[config.mk]
export PLATFORM = sky130hd
export DESIGN_NAME = scs_serial_control_status
export DESIGN_NICKNAME = d
export VERILOG_FILES = /design/src/scs_pkg.sv /design/src/scs_serial_control_status.sv
export SDC_FILE = /design/constraint.sdc
export NUM_CORES = 1
export LEC_CHECK = 0
export BUFFER_PORTS_ARGS = -buffer_cell sky130_fd_sc_hd__clkbuf_2
export CAP_MARGIN = 20
export CORE_ASPECT_RATIO = 0.6
export CORE_MARGIN = 4
export CORE_UTILIZATION = 48
export DETAILED_ROUTE_END_ITERATION = 16
export PLACE_DENSITY = 0.75
export SETUP_SLACK_MARGIN = 0.15
export SLEW_MARGIN = 20
export SYNTH_ARGS = -nofsm -noshare
export SYNTH_HDL_FRONTEND = slang
export SYNTH_SLANG_ARGS = --single-unit
[constraint.sdc]
create_clock -name clk -period 2.5 [get_ports clk]
set_clock_uncertainty 0.1 [all_clocks]
set_input_delay 0.625 -clock clk [delete_from_list [all_inputs] [get_ports clk]]
set_output_delay 0.625 -clock clk [all_outputs]
set_load 0.02 [all_outputs]
[src/scs_pkg.sv]
`default_nettype none
package scs_pkg;
  // Register indices on the plain register port
  localparam logic [1:0] ADDR_CONTROL = 2'h0;
  localparam logic [1:0] ADDR_STATUS = 2'h1;
  localparam logic [1:0] ADDR_TX_HOLD = 2'h2;
  localparam logic [1:0] ADDR_RX_HOLD = 2'h3;
  // Reset values
  localparam logic [7:0] CONTROL_RST = 8'h00;
  localparam logic [7:0] STATUS_RST = 8'h84;
  localparam logic [7:0] TX_HOLD_RST = 8'hFF;
  localparam logic [7:0] RX_HOLD_RST = 8'h00;
  // Control field positions
  localparam int CTL_TX_EMPTY_IRQ_EN = 7;
  localparam int CTL_RX_FULL_IRQ_EN = 6;
  localparam int CTL_TX_ENABLE = 5;
  localparam int CTL_RX_ENABLE = 4;
  localparam int CTL_ADDR_WAIT = 3;
  localparam int CTL_TX_DONE_IRQ_EN = 2;
  localparam int CTL_CLK_EXT = 1;
  localparam int CTL_CLK_PIN_OUT = 0;
  // Status field positions
  localparam int ST_TX_EMPTY = 7;
  localparam int ST_RX_FULL = 6;
  localparam int ST_OVERRUN = 5;
  localparam int ST_FRAMING = 4;
  localparam int ST_PARITY = 3;
  localparam int ST_TX_DONE = 2;
  localparam int ST_ADDR_RX = 1;
  localparam int ST_ADDR_TX = 0;
  // Prescaler select codes and divider masks
  localparam logic [1:0] PRESCALE_DIV1 = 2'h0;
  localparam logic [1:0] PRESCALE_DIV4 = 2'h1;
  localparam logic [1:0] PRESCALE_DIV16 = 2'h2;
  localparam logic [1:0] PRESCALE_DIV64 = 2'h3;
  localparam logic [5:0] MASK_DIV4 = 6'h03;
  localparam logic [5:0] MASK_DIV16 = 6'h0F;
  localparam logic [5:0] MASK_DIV64 = 6'h3F;
  // External clock in asynchronous mode runs at this multiple of the bit rate
  localparam int EXT_CLK_OVERSAMPLE = 16;
endpackage
`default_nettype wire

[src/scs_serial_control_status.sv]
`timescale 1ns/1ps
`default_nettype none
module scs_serial_control_status
  import scs_pkg::*;
(
  input wire logic clk, // System clock
  input wire logic rst, // Asynchronous reset, active high
  input wire logic low_power, // Standby or module stop entry
  input wire logic [1:0] reg_addr, // Register index
  input wire logic [7:0] reg_wdata, // Write data
  input wire logic reg_wr, // Write strobe
  input wire logic reg_rd, // Read strobe
  output logic [7:0] reg_rdata, // Read data, cycle after strobe
  input wire logic tc_tx_write, // Transfer controller writes holding reg
  input wire logic [7:0] tc_tx_data, // Transfer controller write data
  input wire logic tc_rx_read, // Transfer controller reads receive buffer
  input wire logic sync_mode, // Format: clocked synchronous mode
  input wire logic multiproc_format, // Format: multiprocessor format
  input wire logic parity_en, // Format: parity enable
  input wire logic parity_odd, // Format: odd parity
  input wire logic [1:0] prescale_sel, // Format: prescale_sel_hi, prescale_sel_lo
  input wire logic tx_shift_busy, // Shifter holds a character
  input wire logic tx_last_bit, // Pulse as final bit is sent
  input wire logic start_bit_seen, // Async start bit detected
  input wire logic sck_edge_seen, // Sync serial clock input detected
  input wire logic rx_frame_done, // Pulse at end of a received frame
  input wire logic [7:0] rx_shift_data, // Received character
  input wire logic rx_parity_bit, // Received parity bit
  input wire logic rx_stop_bit, // First stop bit value
  input wire logic rx_addr_bit, // Received multiprocessor bit
  input wire logic bit_clk, // Internal bit-rate clock level
  input wire logic sck_in, // Serial clock pin input
  output logic baud_tick, // Prescaled tick to the baud generator
  output logic tx_load, // Pulse: holding reg moves to shifter
  output logic [7:0] tx_load_data, // Data for the shifter
  output logic address_bit_to_send, // Multiprocessor bit to transmit
  output logic tx_halt, // Transmission stalled by receive error
  output logic rx_begin, // Pulse: start receiving a frame
  output logic ext_clk_sel, // Serial clock comes from the pin
  output logic ext_clk_div16, // External clock is 16x bit rate
  output logic sck_out, // Serial clock pin output value
  output logic sck_oe, // Serial clock pin output enable
  output logic tx_empty_irq, // Transmit empty request
  output logic rx_full_irq, // Receive full request
  output logic rx_error_irq, // Receive error request
  output logic tx_done_irq // Transmit done request
);

  logic [7:0] ctl_ff;
  logic [7:0] st_ff;
  logic [4:0] armed_ff;
  logic [7:0] tx_hold_ff;
  logic [7:0] rx_hold_ff;
  logic [5:0] pre_cnt_ff;

  // Register decode
  wire wr_ctl = reg_wr && (reg_addr == ADDR_CONTROL);
  wire wr_st = reg_wr && (reg_addr == ADDR_STATUS);
  wire wr_tdr = reg_wr && (reg_addr == ADDR_TX_HOLD);
  wire rd_st = reg_rd && (reg_addr == ADDR_STATUS);

  // Control fields
  wire tx_en = ctl_ff[CTL_TX_ENABLE];
  wire rx_en = ctl_ff[CTL_RX_ENABLE];
  wire async_mode = !sync_mode;
  wire wait_active = ctl_ff[CTL_ADDR_WAIT] && async_mode && multiproc_format;
  wire clk_ext = ctl_ff[CTL_CLK_EXT];
  wire tx_empty_en = ctl_ff[CTL_TX_EMPTY_IRQ_EN];
  wire rx_full_en = ctl_ff[CTL_RX_FULL_IRQ_EN];
  wire tx_done_en = ctl_ff[CTL_TX_DONE_IRQ_EN];

  // Status fields
  wire tx_buffer_empty = st_ff[ST_TX_EMPTY];
  wire rx_buffer_full = st_ff[ST_RX_FULL];
  wire overrun_flag = st_ff[ST_OVERRUN];
  wire framing_flag = st_ff[ST_FRAMING];
  wire parity_flag = st_ff[ST_PARITY];
  wire rx_err = overrun_flag | framing_flag | parity_flag;
  wire tx_complete = st_ff[ST_TX_DONE];

  // Flag clear: a 0 written to a bit that was read as 1
  wire [4:0] clr_sw = wr_st ? (armed_ff & ~reg_wdata[7:3]) : 5'h00;
  wire clr_tx_buffer_empty = clr_sw[4] || tc_tx_write;
  wire clr_rx_buffer_full = clr_sw[3] || tc_rx_read;

  // Hand-off to the shifter, stalled in sync mode by a receive error
  wire tx_stall = sync_mode && rx_err;
  wire do_load = tx_en && !tx_buffer_empty && !tx_shift_busy && !tx_stall;

  // Receive frame classification; a halted receiver ignores frames
  wire frame_ok = rx_frame_done && rx_en && !rx_err;
  wire frame_drop = frame_ok && wait_active && !rx_addr_bit;
  wire frame_use = frame_ok && !frame_drop;
  wire overrun = frame_use && rx_buffer_full;
  wire stop_bad = async_mode && !rx_stop_bit;
  wire par_calc = ^{rx_shift_data, rx_parity_bit};
  wire par_check = async_mode && parity_en && !multiproc_format;
  wire par_bad = par_check && (par_calc != parity_odd);
  wire store = frame_use && !rx_buffer_full;
  wire set_rx_buffer_full = store && !stop_bad && !par_bad;
  wire set_fer = store && stop_bad;
  wire set_per = store && par_bad;
  wire mp_update = frame_use && async_mode && multiproc_format;

  // Next status value; a hardware set wins over any clear
  logic [7:0] nxt_st;
  always_comb begin
    nxt_st = st_ff;
    if (!tx_en || do_load) begin
      nxt_st[ST_TX_EMPTY] = 1'b1;
    end else if (clr_tx_buffer_empty) begin
      nxt_st[ST_TX_EMPTY] = 1'b0;
    end
    if (set_rx_buffer_full) begin
      nxt_st[ST_RX_FULL] = 1'b1;
    end else if (clr_rx_buffer_full) begin
      nxt_st[ST_RX_FULL] = 1'b0;
    end
    if (overrun) begin
      nxt_st[ST_OVERRUN] = 1'b1;
    end else if (clr_sw[2]) begin
      nxt_st[ST_OVERRUN] = 1'b0;
    end
    if (set_fer) begin
      nxt_st[ST_FRAMING] = 1'b1;
    end else if (clr_sw[1]) begin
      nxt_st[ST_FRAMING] = 1'b0;
    end
    if (set_per) begin
      nxt_st[ST_PARITY] = 1'b1;
    end else if (clr_sw[0]) begin
      nxt_st[ST_PARITY] = 1'b0;
    end
    if (!tx_en || (tx_last_bit && tx_buffer_empty)) begin
      nxt_st[ST_TX_DONE] = 1'b1;
    end else if (clr_tx_buffer_empty) begin
      nxt_st[ST_TX_DONE] = 1'b0;
    end
    if (mp_update) begin
      nxt_st[ST_ADDR_RX] = rx_addr_bit;
    end
    if (wr_st) begin
      nxt_st[ST_ADDR_TX] = reg_wdata[ST_ADDR_TX];
    end
  end

  // Next control value; an address frame ends the wait by itself
  logic [7:0] nxt_ctl;
  always_comb begin
    nxt_ctl = wr_ctl ? reg_wdata : ctl_ff;
    if (frame_use && wait_active) begin
      nxt_ctl[CTL_ADDR_WAIT] = 1'b0;
    end
  end

  // Read-as-one tracking: a flag read as 0 cannot be cleared
  logic [4:0] nxt_armed;
  always_comb begin
    nxt_armed = armed_ff & nxt_st[7:3];
    if (wr_st) begin
      nxt_armed = 5'h00;
    end
    if (rd_st) begin
      nxt_armed = st_ff[7:3];
    end
  end

  // Read mux; status read shows the live flags
  logic [7:0] rd_mux;
  always_comb begin
    case (reg_addr)
      ADDR_CONTROL: rd_mux = ctl_ff;
      ADDR_STATUS: rd_mux = st_ff;
      ADDR_TX_HOLD: rd_mux = tx_hold_ff;
      ADDR_RX_HOLD: rd_mux = rx_hold_ff;
      default: rd_mux = 8'h00;
    endcase
  end

  // Prescaler tick selection
  logic tick_now;
  always_comb begin
    case (prescale_sel)
      PRESCALE_DIV1: tick_now = 1'b1;
      PRESCALE_DIV4: tick_now = (pre_cnt_ff & MASK_DIV4) == MASK_DIV4;
      PRESCALE_DIV16: tick_now = (pre_cnt_ff & MASK_DIV16) == MASK_DIV16;
      PRESCALE_DIV64: tick_now = (pre_cnt_ff & MASK_DIV64) == MASK_DIV64;
      default: tick_now = 1'b0;
    endcase
  end

  // Pin clock selection: sync mode ignores the pin-output bit
  wire pin_drives = !clk_ext && (sync_mode || ctl_ff[CTL_CLK_PIN_OUT]);
  wire nxt_sck = bit_clk; // both modes put the bit-rate clock itself on the pin

  // Reception may begin only while enabled and not halted by an error
  wire rx_trig = sync_mode ? sck_edge_seen : start_bit_seen;
  wire nxt_rx_begin = rx_en && !rx_err && rx_trig;

  // Next values of the pin and datapath outputs
  wire [7:0] nxt_load_data = do_load ? tx_hold_ff : tx_load_data;
  wire nxt_sck_out = pin_drives ? nxt_sck : sck_in;
  wire nxt_div16 = clk_ext && async_mode;

  // Request levels: flag and enable together, so dropping either withdraws it
  wire nxt_tx_empty_irq = tx_empty_en && tx_buffer_empty;
  wire nxt_rx_full_irq = rx_full_en && rx_buffer_full;
  wire nxt_rx_error_irq = rx_full_en && rx_err;
  wire nxt_tx_done_irq = tx_done_en && tx_complete;

  // Control register; low power acts like reset
  always_ff @(posedge clk or posedge rst) begin
    if (rst) begin
      ctl_ff <= CONTROL_RST;
    end else if (low_power) begin
      ctl_ff <= CONTROL_RST;
    end else begin
      ctl_ff <= nxt_ctl;
    end
  end

  // Status flags; low power reloads them like reset
  always_ff @(posedge clk or posedge rst) begin
    if (rst) begin
      st_ff <= STATUS_RST;
    end else if (low_power) begin
      st_ff <= STATUS_RST;
    end else begin
      st_ff <= nxt_st;
    end
  end

  // Read-as-one marks; dropped with the flags so an old read cannot clear a new flag
  always_ff @(posedge clk or posedge rst) begin
    if (rst) begin
      armed_ff <= 5'h00;
    end else if (low_power) begin
      armed_ff <= 5'h00;
    end else begin
      armed_ff <= nxt_armed;
    end
  end

  // Transmit holding register; a CPU write never clears the empty flag itself
  always_ff @(posedge clk or posedge rst) begin
    if (rst) begin
      tx_hold_ff <= TX_HOLD_RST;
    end else if (low_power) begin
      tx_hold_ff <= TX_HOLD_RST;
    end else if (tc_tx_write) begin
      tx_hold_ff <= tc_tx_data;
    end else if (wr_tdr) begin
      tx_hold_ff <= reg_wdata;
    end
  end

  // Receive buffer; frames with a bad stop or parity bit still land here
  always_ff @(posedge clk or posedge rst) begin
    if (rst) begin
      rx_hold_ff <= RX_HOLD_RST;
    end else if (low_power) begin
      rx_hold_ff <= RX_HOLD_RST;
    end else if (store) begin
      rx_hold_ff <= rx_shift_data;
    end
  end

  // Prescaler counter free runs
  always_ff @(posedge clk or posedge rst) begin
    if (rst) begin
      pre_cnt_ff <= 6'h00;
    end else begin
      pre_cnt_ff <= pre_cnt_ff + 6'h01;
    end
  end

  // Read data stands for one cycle only, then drops back to zero
  always_ff @(posedge clk or posedge rst) begin
    if (rst) begin
      reg_rdata <= 8'h00;
    end else begin
      reg_rdata <= reg_rd ? rd_mux : 8'h00;
    end
  end

  // Transmit side outputs; the shifter sees a new byte only with the load pulse
  always_ff @(posedge clk or posedge rst) begin
    if (rst) begin
      baud_tick <= 1'b0;
      tx_load <= 1'b0;
      tx_load_data <= TX_HOLD_RST;
      address_bit_to_send <= 1'b0;
      tx_halt <= 1'b0;
    end else begin
      baud_tick <= tick_now;
      tx_load <= do_load;
      tx_load_data <= nxt_load_data;
      address_bit_to_send <= st_ff[ST_ADDR_TX];
      tx_halt <= tx_stall;
    end
  end

  // Receive start and serial clock pin outputs
  always_ff @(posedge clk or posedge rst) begin
    if (rst) begin
      rx_begin <= 1'b0;
      ext_clk_sel <= 1'b0;
      ext_clk_div16 <= 1'b0;
      sck_out <= 1'b0;
      sck_oe <= 1'b0;
    end else begin
      rx_begin <= nxt_rx_begin;
      ext_clk_sel <= clk_ext;
      ext_clk_div16 <= nxt_div16;
      sck_out <= nxt_sck_out;
      sck_oe <= pin_drives;
    end
  end

  // Interrupt requests, one cycle behind flag and enable
  always_ff @(posedge clk or posedge rst) begin
    if (rst) begin
      tx_empty_irq <= 1'b0;
      rx_full_irq <= 1'b0;
      rx_error_irq <= 1'b0;
      tx_done_irq <= 1'b0;
    end else begin
      tx_empty_irq <= nxt_tx_empty_irq;
      rx_full_irq <= nxt_rx_full_irq;
      rx_error_irq <= nxt_rx_error_irq;
      tx_done_irq <= nxt_tx_done_irq;
    end
  end

  // Clearing rx_enable touches no receive flag: only frames set them
  // Format and mode must be set by software before enables
  // Limits that a user of this block should know:
  // The prescaler free runs, so the first tick after a code change may come early
  // A CPU read of the receive buffer leaves rx_buffer_full alone
  // Only a flag clear, the transfer controller read or low power drops rx_buffer_full
  // A controller write and a CPU write in one cycle: the controller data wins
  // Sync mode ignores the pin-output bit; the internal clock goes out unless the external clock bit is set
  // Framing and parity may both set on one frame; each clears on its own
  // Any status write drops every read mark, so read again before the next clear
  // Low power leaves the prescaler and the output registers running

endmodule
`default_nettype wire

== Yosys cells after proc, flatten, opt, wreduce, memory -nomap -nowiden ==
Cells that the tools add are included.
Operators by class
  $add $sub $neg: 1
  multipliers: 0
  div/mod/pow operators: 0
  $lt $le $gt $ge: 0
  equal/unequal tests: 10
  shift operators: 0
  mux-type cells: 32
  bitwise operators: 5
  reduce and logical (&&, ||, !) cells: 66
Operators with widths (number)
  8-bit two-way mux: 9
  1-bit logical AND: 37
  8-bit one-hot mux with 4 select lines: 1
  5-bit two-way mux: 4
  1-bit two-way mux: 17
  1-bit logical NOT: 14
  5-bit bitwise AND: 2
  2-bit equality test, second input constant: 5
  3-bit nonzero test: 3
  9-bit XOR reduction: 1
  2-bit nonzero test: 4
  6-bit by 1-bit adder with 6-bit output, second input constant: 1
  6-bit equality test, second input constant: 1
  1-bit logical OR: 5
  5-bit NOT: 1
  2-bit by 1-bit equality test with 1-bit output, second input constant: 2
  4-bit equality test, second input constant: 1
  2-bit logical NOT: 2
  1-bit one-hot mux with 4 select lines: 1
  1-bit bitwise OR: 2
  1-bit inequality test: 1
Word-level totals
  flip-flop bits (word level): 72
  bits in latches: 0
  bits in writable memories: 0
  memory bits (read-only): 0
  bits of input ports: 49
  output and inout port bits: 29
  logic and storage cells: 139
  memories: 0

== Longest topological paths before layout ==
Gate-level depths: netlist (run 1).
  depth in word-level cells: 16
  depth in mapped cells: 7
  mapped depth without buffers: 5

== Worst setup path before layout (run 1) ==
OpenSTA, ideal clock, no wires.
  path kind: input -> register
  from: input port sync_mode
  to: register armed_ff[3]
  library setup time: 76 ps
  arrival: 1788 ps
  data required time: 2324 ps
  slack: 536 ps
  stages: 6
  buffers on the path: 1
  cells stage by stage: buf_2 > nand4bb_1 > and4_4 > nand2b_2 > or4_1 > o21ai_1
Between the ends
  longest elaborated chain between the ends: 15
  elaborated cells between the ends (all ways): 21
  those cells by class: mux: 4; bitwise: 1; reduce/logical: 16
Ends and longest elaborated chain
  start: declaration: RTL line scs_serial_control_status.sv:17  | input wire logic sync_mode,
  1-bit logical NOT (*): RTL line scs_serial_control_status.sv:65  | wire async_mode = !sync_mode;
  1-bit logical AND (2 in a row): RTL line scs_serial_control_status.sv:66  | wire wait_active = ctl_ff[CTL_ADDR_WAIT] && async_mode && multiproc_format;
  1-bit logical AND (2 in a row): RTL line scs_serial_control_status.sv:92  | wire frame_drop = frame_ok && wait_active && !rx_addr_bit;
  1-bit logical NOT: RTL line scs_serial_control_status.sv:93  | wire frame_use = frame_ok && !frame_drop;
  1-bit logical AND: RTL line scs_serial_control_status.sv:93
  1-bit logical AND: RTL line scs_serial_control_status.sv:99  | wire store = frame_use && !rx_buffer_full;
  1-bit logical AND: RTL line scs_serial_control_status.sv:100  | wire set_rx_buffer_full = store && !stop_bad && !par_bad;
  1-bit logical AND (*): RTL line scs_serial_control_status.sv:100
  1-bit two-way mux (*): RTL line scs_serial_control_status.sv:114  | if (set_rx_buffer_full) begin
  5-bit bitwise AND (*): RTL line scs_serial_control_status.sv:159  | nxt_armed = armed_ff & nxt_st[7:3];
  5-bit two-way mux (*): RTL line scs_serial_control_status.sv:160  | if (wr_st) begin
  5-bit two-way mux (*): RTL line scs_serial_control_status.sv:163  | if (rd_st) begin
  5-bit two-way mux (*): RTL line scs_serial_control_status.sv:237  | end else if (low_power) begin
  end signal: assignment: RTL line scs_serial_control_status.sv:240  | armed_ff <= nxt_armed;
  end: declaration: RTL line scs_serial_control_status.sv:51  | logic [4:0] armed_ff;
Every way passes the cells marked *; elsewhere a longest branch is shown, timed or not.
A chain may end at the register's enable or synchronous reset.

== Final worst setup path (run 1) ==
  from: register st_ff[3]
  to: register armed_ff[3]
Between the ends
  longest elaborated chain between the ends: 15
Ends and longest elaborated chain
  start: declaration: RTL line scs_serial_control_status.sv:50  | logic [7:0] st_ff;
  start signal: assignment: RTL line scs_serial_control_status.sv:229  | st_ff <= nxt_st;
  1-bit bitwise OR (*): RTL line scs_serial_control_status.sv:78  | wire rx_err = overrun_flag | framing_flag | parity_flag;
  1-bit logical NOT (*): RTL line scs_serial_control_status.sv:91  | wire frame_ok = rx_frame_done && rx_en && !rx_err;
  1-bit logical AND (*): RTL line scs_serial_control_status.sv:91
  1-bit logical AND (2 in a row): RTL line scs_serial_control_status.sv:92
  1-bit logical NOT: RTL line scs_serial_control_status.sv:93
  1-bit logical AND (*): RTL line scs_serial_control_status.sv:93
  1-bit logical AND (*): RTL line scs_serial_control_status.sv:99
  1-bit logical AND (*) (2 in a row): RTL line scs_serial_control_status.sv:100
  1-bit two-way mux (*): RTL line scs_serial_control_status.sv:114
  5-bit bitwise AND (*): RTL line scs_serial_control_status.sv:159
  5-bit two-way mux (*): RTL line scs_serial_control_status.sv:160
  5-bit two-way mux (*): RTL line scs_serial_control_status.sv:163
  5-bit two-way mux (*): RTL line scs_serial_control_status.sv:237
Marks and branches as above.

==> results.yml, run 1 <==
route:
  viasPerCell: 5.42
  drcViolationCount: 0
  drt-pass1-iter-count: 5
  routed_wirelength_mm: 8.30
  drtIter0Drc: 194
  postRouteAntennaNets: 0
  routedWlPerCell_microns: 17.3
  vias: 2595
setup_path:
  r2r_setup_slack_ns: 0.45
  r2r_end: "armed_ff[3]"
  r2r_start: "st_ff[3]"
  crit_family: "simple AND/OR/NAND/NOR gates"
  critPathArrivalTime_ns: 2.21
  cp_slowest_stage_delay_ns: 0.54
  worstPathMaxFanout: 12
  worst-r2r-cell-count: 5
  worstSetupPathType: "flop to flop"
  worstPathRequired_ns: 2.66
  end_kind: "flop"
  start_kind: "flop"
  crit_slowest_cell: "or4_1"
  critPathBufInv: 0
  path_cells: "nor3_2 -> and4_4 -> nand2b_2 -> or4_1 -> o21ai_1"
floorplan:
  initial_utilization_pct: 49.3
  io_pins: 78
  die_area_sq_um: 8260
  die_w_microns: 115
  dieHeight_microns: 72.0
  num_rows: 23
  core_area_sq_um: 6650
place:
  dp_hpwl_mm: 6.10
  gp_congestion: 0.898
  io_buffers: 77
min_path:
  hp-class: "input port to async pin"
clock_network:
  cts-resized-gates: 0
  cts_inserted_buffers: 9
  cts.path.max_buffers: 2
  cts_setup_buffers: 0
  clk_pin_slew_ns: 0.06
  htreeDepth: 3
  cts_hold_buf: 0
  cts_tree: "yes"
  clk_latency_ns: 0.34
  cts-root-buf: "clkbuf_16"
  clock_sinks: 72
yosys:
  synth_fp_nets: 351
  async_reset_ff_share_pct: 100
  yosysMostFrequentCell: "dfrtp_1"
  yosys_warnings: 0
  synth_common_cells: "54 x dfrtp_1, 52 x nand2_1, 29 x nor2_1"
  yosys.area.top_type_share_pct: 41.2
  netlist_area_sq_um: 3280
  ys.flop_type: "dfrtp_1"
  yosysTopAreaCell: "dfrtp_1"
  seq_area_frac_synth_pct: 55.6
  ys_ff_latch: 72
  syn_inst: 301
  synth_edf_count: 0
  ys_top_cells_by_area: "dfrtp_1 41%, dfstp_2 14%, nand2_1 6.0%, mux4_2 5.5%, mux2i_1 3.4%"
  synth_cell_types: 47
  syn_area_per_cell_sq_um: 10.9
sta:
  setup_tns_ns: 0
  final.min_clock_period_ns: 2.05
  slew_headroom_pct: 60.0
  period_share_pct: 81.9
  rsz0062_at_grt: "false"
  finalMaxSlewViolations: 0
  max_freq_mhz: 488
  tightest_slew_ns: 0.599
  finalSetupViolations: 0
  final_hold_viol_count: 0
run_status:
  run_status: "finished, final reports clean"
global_route:
  grt_usage_pct: 21.1
  antenna_found_initial: 0
  grt_use_met1_pct: 29.9
  use_met3_pct: 6.92
  grt_pass1_vias: 2553
  met2_usage_pct: 32.1
  grt_pass1_wl_mm: 13.2
  grt_overflow: 0
  grt_max_degree: 37
  grt.busiest_layer: "met2"
power_and_ir_drop:
  ir_drop_mv: 0.425
  finalPower_mw: 2.69
  p_per_area_nw_per_um2: 658
  total_leakage_power_nw: 1.93
flow_run:
  drv_cap: 0
cells_and_area:
  nets: 437
  drive_above_1_share_pct: 34.2
  area_delta_synth_final_pct: 24.6
  n_antenna_cell: 0
  fillers: 564
==> cell families after synthesis <==
group | after synthesis | synth area share (%)
flip-flops | 72 | 55.6
AND/OR/NAND/NOR | 133 | 20.2
XOR/XNOR | 12 | 3.63
adder cells (fa/ha/maj) | 1 | 0.382
buffers and inverters | 19 | 2.40
multiplexers | 20 | 9.20
AO/OA/AOI/OAI | 44 | 8.59
==> placed cells by master, fill, tap and decap left out, types with 2 or more instances in the layout <==
master,instances
a211oi_1,9
a21oi_1,20
a22oi_1,2
and2_1,12
buf_4,10
clkbuf_1,4
clkbuf_16,9
clkbuf_2,77
clkinvlp_4,3
dfrtp_1,54
dfstp_2,18
inv_1,4
mux2i_1,11
mux4_2,8
nand2_1,52
nand2b_1,2
nand3_1,5
nand3b_1,3
nor2_1,29
nor2b_1,12
nor3b_1,4
o21ai_0,4
o31ai_1,2
xnor2_1,9
xor2_1,2
==> worst max path at each step <==
| stage | from | to | slack (ns) | depth (start not counted) |
|---|---|---|---|---|
| 2_1_floorplan | sync_mode | armed_ff[3] | 0.54 | 6 |
| 3_3_place_gp | sync_mode | armed_ff[3] | 0.33 | 6 |
| 3_5_place_dp | sync_mode | armed_ff[3] | 0.25 | 6 |
| 4_1_cts | st_ff[3] | armed_ff[3] | 0.46 | 5 |
| 5_1_grt | st_ff[3] | armed_ff[3] | 0.33 | 5 |
| 6_report | st_ff[3] | armed_ff[3] | 0.45 | 5 |
==> registers in the layout, indices dropped and copies added (netlist names), 5 cells and up <==
name	count
tx_load_data	8
rx_hold_ff	8
tx_hold_ff	8
armed_ff	5
reg_rdata	8
st_ff	8
pre_cnt_ff	6
ctl_ff	8
==> metal layers <==
metal,part of all wire [%],routed length (microns)
met1,43,3610
met2,46,3790
met3,10,837
met4,0.82,68
met5,0,0
==> stage by stage <==
| step | util, % | setup slack (ns) | cell area, sq um | instances | hold slack, ns |
|---|---|---|---|---|---|
| after CTS | 61.4 | 0.456 | 4080 | 479 | 0.184 |
| after global routing | 61.4 | 0.333 | 4080 | 479 | 0.201 |
| after global placement | 57.4 | 0.327 | 3810 | 463 | 0.294 |
| after detailed placement | 57.4 | 0.252 | 3810 | 463 | 0.302 |
| final | 61.4 | 0.452 | 4080 | 479 | 0.174 |
| after floorplan | - | 0.536 | 3280 | 301 | 0.269 |
==> cell type report <==
type / instances / area, sq um / share of cell area, %
Multi-Input combinational cell: 210 / 1380 / 33.7
Timing Repair Buffer: 88 / 480 / 11.8
Clock inverter: 2 / 15.0 / 0.368
Tap cell: 87 / 109 / 2.67
Inverter: 6 / 26.3 / 0.643
Sequential cell: 72 / 1820 / 44.7
Clock buffer: 14 / 254 / 6.22
==> power breakdown <==
group          internal [mW]  total, mW  switching (mW)
Combinational          0.123      0.282           0.159
Clock                  0.700       1.17           0.466
Sequential              1.21       1.24          0.0244
Total                   2.04       2.69           0.650
Power figures use the tool's default switching activity.
==> run 2, diff against run 1 <==
clock period = 1.7 ns   (was 2.5 ns; I/O delays follow)
==> run 2 against run 1 <==
Effect of this change:
- first-iteration DRC count decreased by 6.7%
- die area unchanged
- total power increased by 50%
- final cell count increased by 8.1%
- combinational power increased by 79%
- critical path type unchanged
- critical endpoint is now st_ff[4]
==> results.yml, run 2 (synthesis gave the netlist of run 1 again) <==
cells_and_area:
  n_antenna_cell: 0
  area_delta_synth_final_pct: 40.3
  ff_latch_area_sq_um: 1820
  stdcell_count: 518
  nets: 476
  final_cell_mix: "68 x clkbuf_2, 54 x dfrtp_1, 48 x nand2_1"
  multi_input_area_sq_um: 1510
  final_common_cell: "clkbuf_2"
  drive_above_1_share_pct: 46.4
  fillers: 493
sta:
  final.min_clock_period_ns: 1.68
  slew_headroom_pct: 68.5
  finalMaxSlewViolations: 0
  finalSetupViolations: 0
  max_freq_mhz: 594
  final_hold_viol_count: 0
  setup_tns_ns: 0
  period_share_pct: 99.1
  tightest_slew_ns: 0.471
  rsz0062_at_grt: "true"
global_route:
  use_met3_pct: 6.83
  grt.busiest_layer: "met1"
  grt_usage_pct: 22.0
  met2_usage_pct: 32.3
  grt_pass1_vias: 2656
  grt_pass1_wl_mm: 13.7
  antenna_found_initial: 0
  grt_overflow: 0
  grt_use_met1_pct: 32.6
  grt_max_degree: 30
floorplan:
  die_w_microns: 115
  initial_utilization_pct: 49.3
  io_pins: 78
  num_rows: 23
  core_area_sq_um: 6650
  die_area_sq_um: 8260
  dieHeight_microns: 72.0
clock_network:
  clk_latency_ns: 0.33
  clock_sinks: 72
  cts_inserted_buffers: 9
  cts.path.max_buffers: 2
  htreeDepth: 3
  clk_pin_slew_ns: 0.05
  cts-root-buf: "clkbuf_16"
  cts_tree: "yes"
setup_path:
  critPathArrivalTime_ns: 1.84
  crit_family: "simple AND/OR/NAND/NOR gates"
  worstPathMaxFanout: 5
  cpMostUsedCell: "buf_6"
  worstPathRequired_ns: 1.86
  start_kind: "flop"
  critPathBufInv: 2
  end_kind: "flop"
  path_cells: "nor3_2 -> and4_4 -> buf_6 -> nor2b_4 -> buf_6 -> nand2_2 -> a21oi_2"
  cp_slowest_stage_delay_ns: 0.39
  worstSetupPathType: "flop to flop"
  crit_slowest_cell: "dfrtp_1"
route:
  routedWlPerCell_microns: 17.1
  vias: 2742
  routed_wirelength_mm: 8.85
  drtIter0Drc: 181
  drcViolationCount: 0
  postRouteAntennaNets: 0
  drt-pass1-iter-count: 4
  viasPerCell: 5.29
min_path:
  hp-class: "input port to flop"
power_and_ir_drop:
  switchingPower_uw: 993
  total_leakage_power_nw: 2.18
  p_seq_share_pct: 45.1
  p_clk_share_pct: 42.4
  comb_power_share_pct: 12.5
  ir_drop_mv: 0.442
  p_per_area_nw_per_um2: 877
  p_int_mw: 3.04
  swShare_pct: 24.6
place:
  io_buffers: 77
  dp_hpwl_mm: 6.28
  placed_cells: 492
  gp_congestion: 0.858
run_status:
  run_status: "finished, final reports clean"
flow_run:
  drv_cap: 0
run 2: worst reg2reg max path: stages, from the launching register on:
cell	delay, ns
dfrtp_1	0.39
nor3_2	0.22
and4_4	0.28
buf_6	0.10
nor2b_4	0.18
buf_6	0.15
nand2_2	0.05
a21oi_2	0.13
run 2: layout make-up:
type                    instances  area share [%]
clock buffers                  12            5.36
inverters                       6           0.653
clock inverters                 4           0.490
multi-input cells             210            32.8
repair inverters                1           0.109
well taps                      87            2.37
flip-flops and latches         72            39.7
repair buffers                126            18.5
run 2: power by group through the flow:
stage,registers (mW),logic (mW),clock network [mW]
final,1.82,0.505,1.71
after global routing,1.83,0.549,1.80
after CTS,1.82,0.485,1.73
after detailed placement,1.85,0.466,0
after global placement,1.84,0.458,0
after floorplan,1.87,0.237,0
run 2: metrics by stage:
stage | hold WS [ns] | power, mW | cell area [sq um] | worst slack, ns | utilization (%)
6_report | 0.193 | 4.04 | 4600 | 0.0156 | 69.2
5_1_grt | 0.198 | 4.18 | 4600 | -0.0166 | 69.2
4_1_cts | 0.175 | 4.04 | 4450 | 0.0503 | 66.9
3_5_place_dp | 0.306 | 2.31 | 4050 | -0.173 | 61.0
3_3_place_gp | 0.300 | 2.30 | 4050 | -0.117 | 61.0
2_1_floorplan | 0.269 | 2.10 | 3300 | -0.00641 | -
run 2: final timing paths:
kind	startpoint	to	slack, ns	cells past startpoint
hold reg to reg	st_ff[0]	address_bit_to_send	0.34	0
min in group asynchronous	rst	sck_out	0.51	3
setup reg to reg	st_ff[3]	st_ff[4]	0.02	7
max in group asynchronous	rst	tx_load_data[6]	0.45	4
hold / removal	prescale_sel[1]	baud_tick	0.19	2
setup / recovery	st_ff[3]	st_ff[4]	0.02	7
run 2: timing repair:
action / 4_1_cts / 5_1_grt
hold buffers: 1 / 0
buffers inserted: 5 / 2
gates cloned: 1 / 1
resized for setup: 22 / 38
endpoints found under the setup margin: 22 / 38
pin swaps: 11 / 13
endpoints found under the hold margin: 13 / 0
run 2: per-layer routing:
layer,part of all wire (%),vias to the layer above
met3,9.1,11
met5,0,-
met2,46,115
met1,44,1329
li1,-,1287
met4,1.1,0
==> run 3, diff against run 2 <==
CORE_ASPECT_RATIO = default   (was 0.6)
SETUP_SLACK_MARGIN = 0.1   (was 0.15)
==> run 3 against run 2 <==
Effect of this change:
- the run now ends with negative setup slack left
- core utilization decreased by 0.63 points
- register-to-register slack got worse by 0.05 ns
- non-clock buffer count decreased by 10
- largest cell class unchanged
- global-route usage decreased by 0.52 points
- critical path type unchanged
- fmax decreased by 2.7%
- wire length decreased by 4.1%
- largest power group unchanged
==> results.yml, run 3 (synthesis gave the netlist of run 1 again) <==
floorplan:
  die_area_sq_um: 8220
  initial_utilization_pct: 50.5
  dieHeight_microns: 90.6
  core_area_sq_um: 6490
  die_w_microns: 90.6
  num_rows: 29
  io_pins: 78
sta:
  whs_ns: 0.146
  finalSetupViolations: 4
  final_hold_viol_count: 0
  max_freq_mhz: 577
  tightest_slew_ns: 0.584
  slew_headroom_pct: 61.1
  setup_ws_ns: -0.0320
  finalMaxSlewViolations: 0
  final.min_clock_period_ns: 1.73
  period_share_pct: 102
  rsz0062_at_grt: "true"
setup_path:
  end_kind: "flop"
  worst-r2r-cell-count: 7
  start_kind: "flop"
  worstSetupPathType: "flop to flop"
  worstPathMaxFanout: 4
  worstPathRequired_ns: 1.87
  critPathArrivalTime_ns: 1.90
power_and_ir_drop:
  p_per_area_nw_per_um2: 866
  ir_drop_mv: 0.393
  finalPower_mw: 3.86
  total_leakage_power_nw: 2.12
cells_and_area:
  fillers: 480
  nets: 466
  final_cell_mix: "74 x clkbuf_2, 54 x dfrtp_1, 45 x nand2_1"
  final_common_cell: "clkbuf_2"
  multi_input_area_sq_um: 1550
  drive_above_1_share_pct: 46.6
  final_util_pct: 68.6
  n_antenna_cell: 0
  area_delta_synth_final_pct: 35.9
  ff_latch_area_sq_um: 1820
route:
  drtIter0Drc: 114
  drt-pass1-iter-count: 4
  highest_layer: "met4"
  met2_length_mm: 4.25
  drcViolationCount: 0
  routedWlPerCell_microns: 17.0
  viasPerCell: 5.41
  postRouteAntennaNets: 0
  vias: 2693
  met3_length_microns: 470
  routed_wirelength_mm: 8.48
  wl_met1_mm: 3.61
min_path:
  hp-class: "input port to flop"
  min_path_cells: 2
place:
  dp_hpwl_mm: 6.11
  gp_congestion: 0.956
  io_buffers: 77
clock_network:
  htreeDepth: 3
  cts.path.max_buffers: 2
  clock_sinks: 72
  cts_tree: "yes"
  cts_inserted_buffers: 9
  clk_latency_ns: 0.35
  cts-root-buf: "clkbuf_8"
  clk_pin_slew_ns: 0.08
run_status:
  violations: "negative setup slack"
  run_status: "finished, violations left"
global_route:
  grt_usage_pct: 21.5
  grt_max_degree: 38
  antenna_found_initial: 0
  grt_pass1_wl_mm: 13.9
  grt_overflow: 0
  grt_pass1_vias: 2839
flow_run:
  drv_cap: 0
## run 3: report_power, final
part / internal [mW] / total (mW) / switching (mW) / leakage [nW]
Sequential: 1.78 / 1.82 / 0.0381 / 0.914
Combinational: 0.219 / 0.482 / 0.263 / 1.09
Clock: 0.871 / 1.55 / 0.682 / 0.113
Total: 2.87 / 3.86 / 0.984 / 2.12
## run 3: per-stage QoR
step / TNS, ns / setup slack, ns / cell area [sq um] / std cells
after floorplan: -0.0118 / -0.00641 / 3300 / 301
after global placement: -0.738 / -0.118 / 3970 / 474
after detailed placement: -1.42 / -0.194 / 3970 / 474
after CTS: 0 / 0.0325 / 4290 / 495
after global routing: -0.682 / -0.0763 / 4450 / 498
final: -0.0537 / -0.0320 / 4450 / 498
## run 3: area by class of cell
| class | count | area share (%) |
|---|---|---|
| inverter | 6 | 0.590 |
| multi-input combinational | 210 | 34.9 |
| timing repair inverter | 1 | 0.112 |
| clock inverter | 6 | 2.02 |
| tap | 77 | 2.16 |
| clock buffer | 10 | 3.09 |
| timing repair buffer | 116 | 16.2 |
| sequential | 72 | 41.0 |
## run 3: critical path, cell delays in order (launching register included)
cell and delay, ns:
dfrtp_1 0.40, nor3_2 0.24, and4_4 0.28, buf_6 0.10
nor2b_4 0.18, buf_6 0.15, nand2_1 0.07, a21oi_2 0.13
## run 3: worst paths after layout
path / start / slack (ns) / end
max: st_ff[4] / -0.03 / st_ff[4]
min reg2reg: st_ff[0] / 0.32 / address_bit_to_send
min in group asynchronous: rst / 0.51 / baud_tick
max in group asynchronous: rst / 0.42 / tx_hold_ff[4]
max reg2reg: st_ff[4] / -0.03 / st_ff[4]
min: prescale_sel[1] / 0.15 / baud_tick
## run 3: routing by layer
| metal | up-vias | track usage, % |
|---|---|---|
| met1 | 1325 | 28.8 |
| met4 | 0 | 8.67 |
| met2 | 88 | 34.2 |
| li1 | 1269 | - |
| met3 | 11 | 4.17 |
| met5 | - | 0 |
## run 3: what timing repair did
item | CTS | global route
endpoints found under the setup margin | 15 | 29
pin swaps | 13 | 18
hold endpoints to repair | 8 | 0
setup buffers | 3 | 2
hold buffers | 1 | 0
gates resized for setup | 17 | 36
gates cloned | 1 | 1
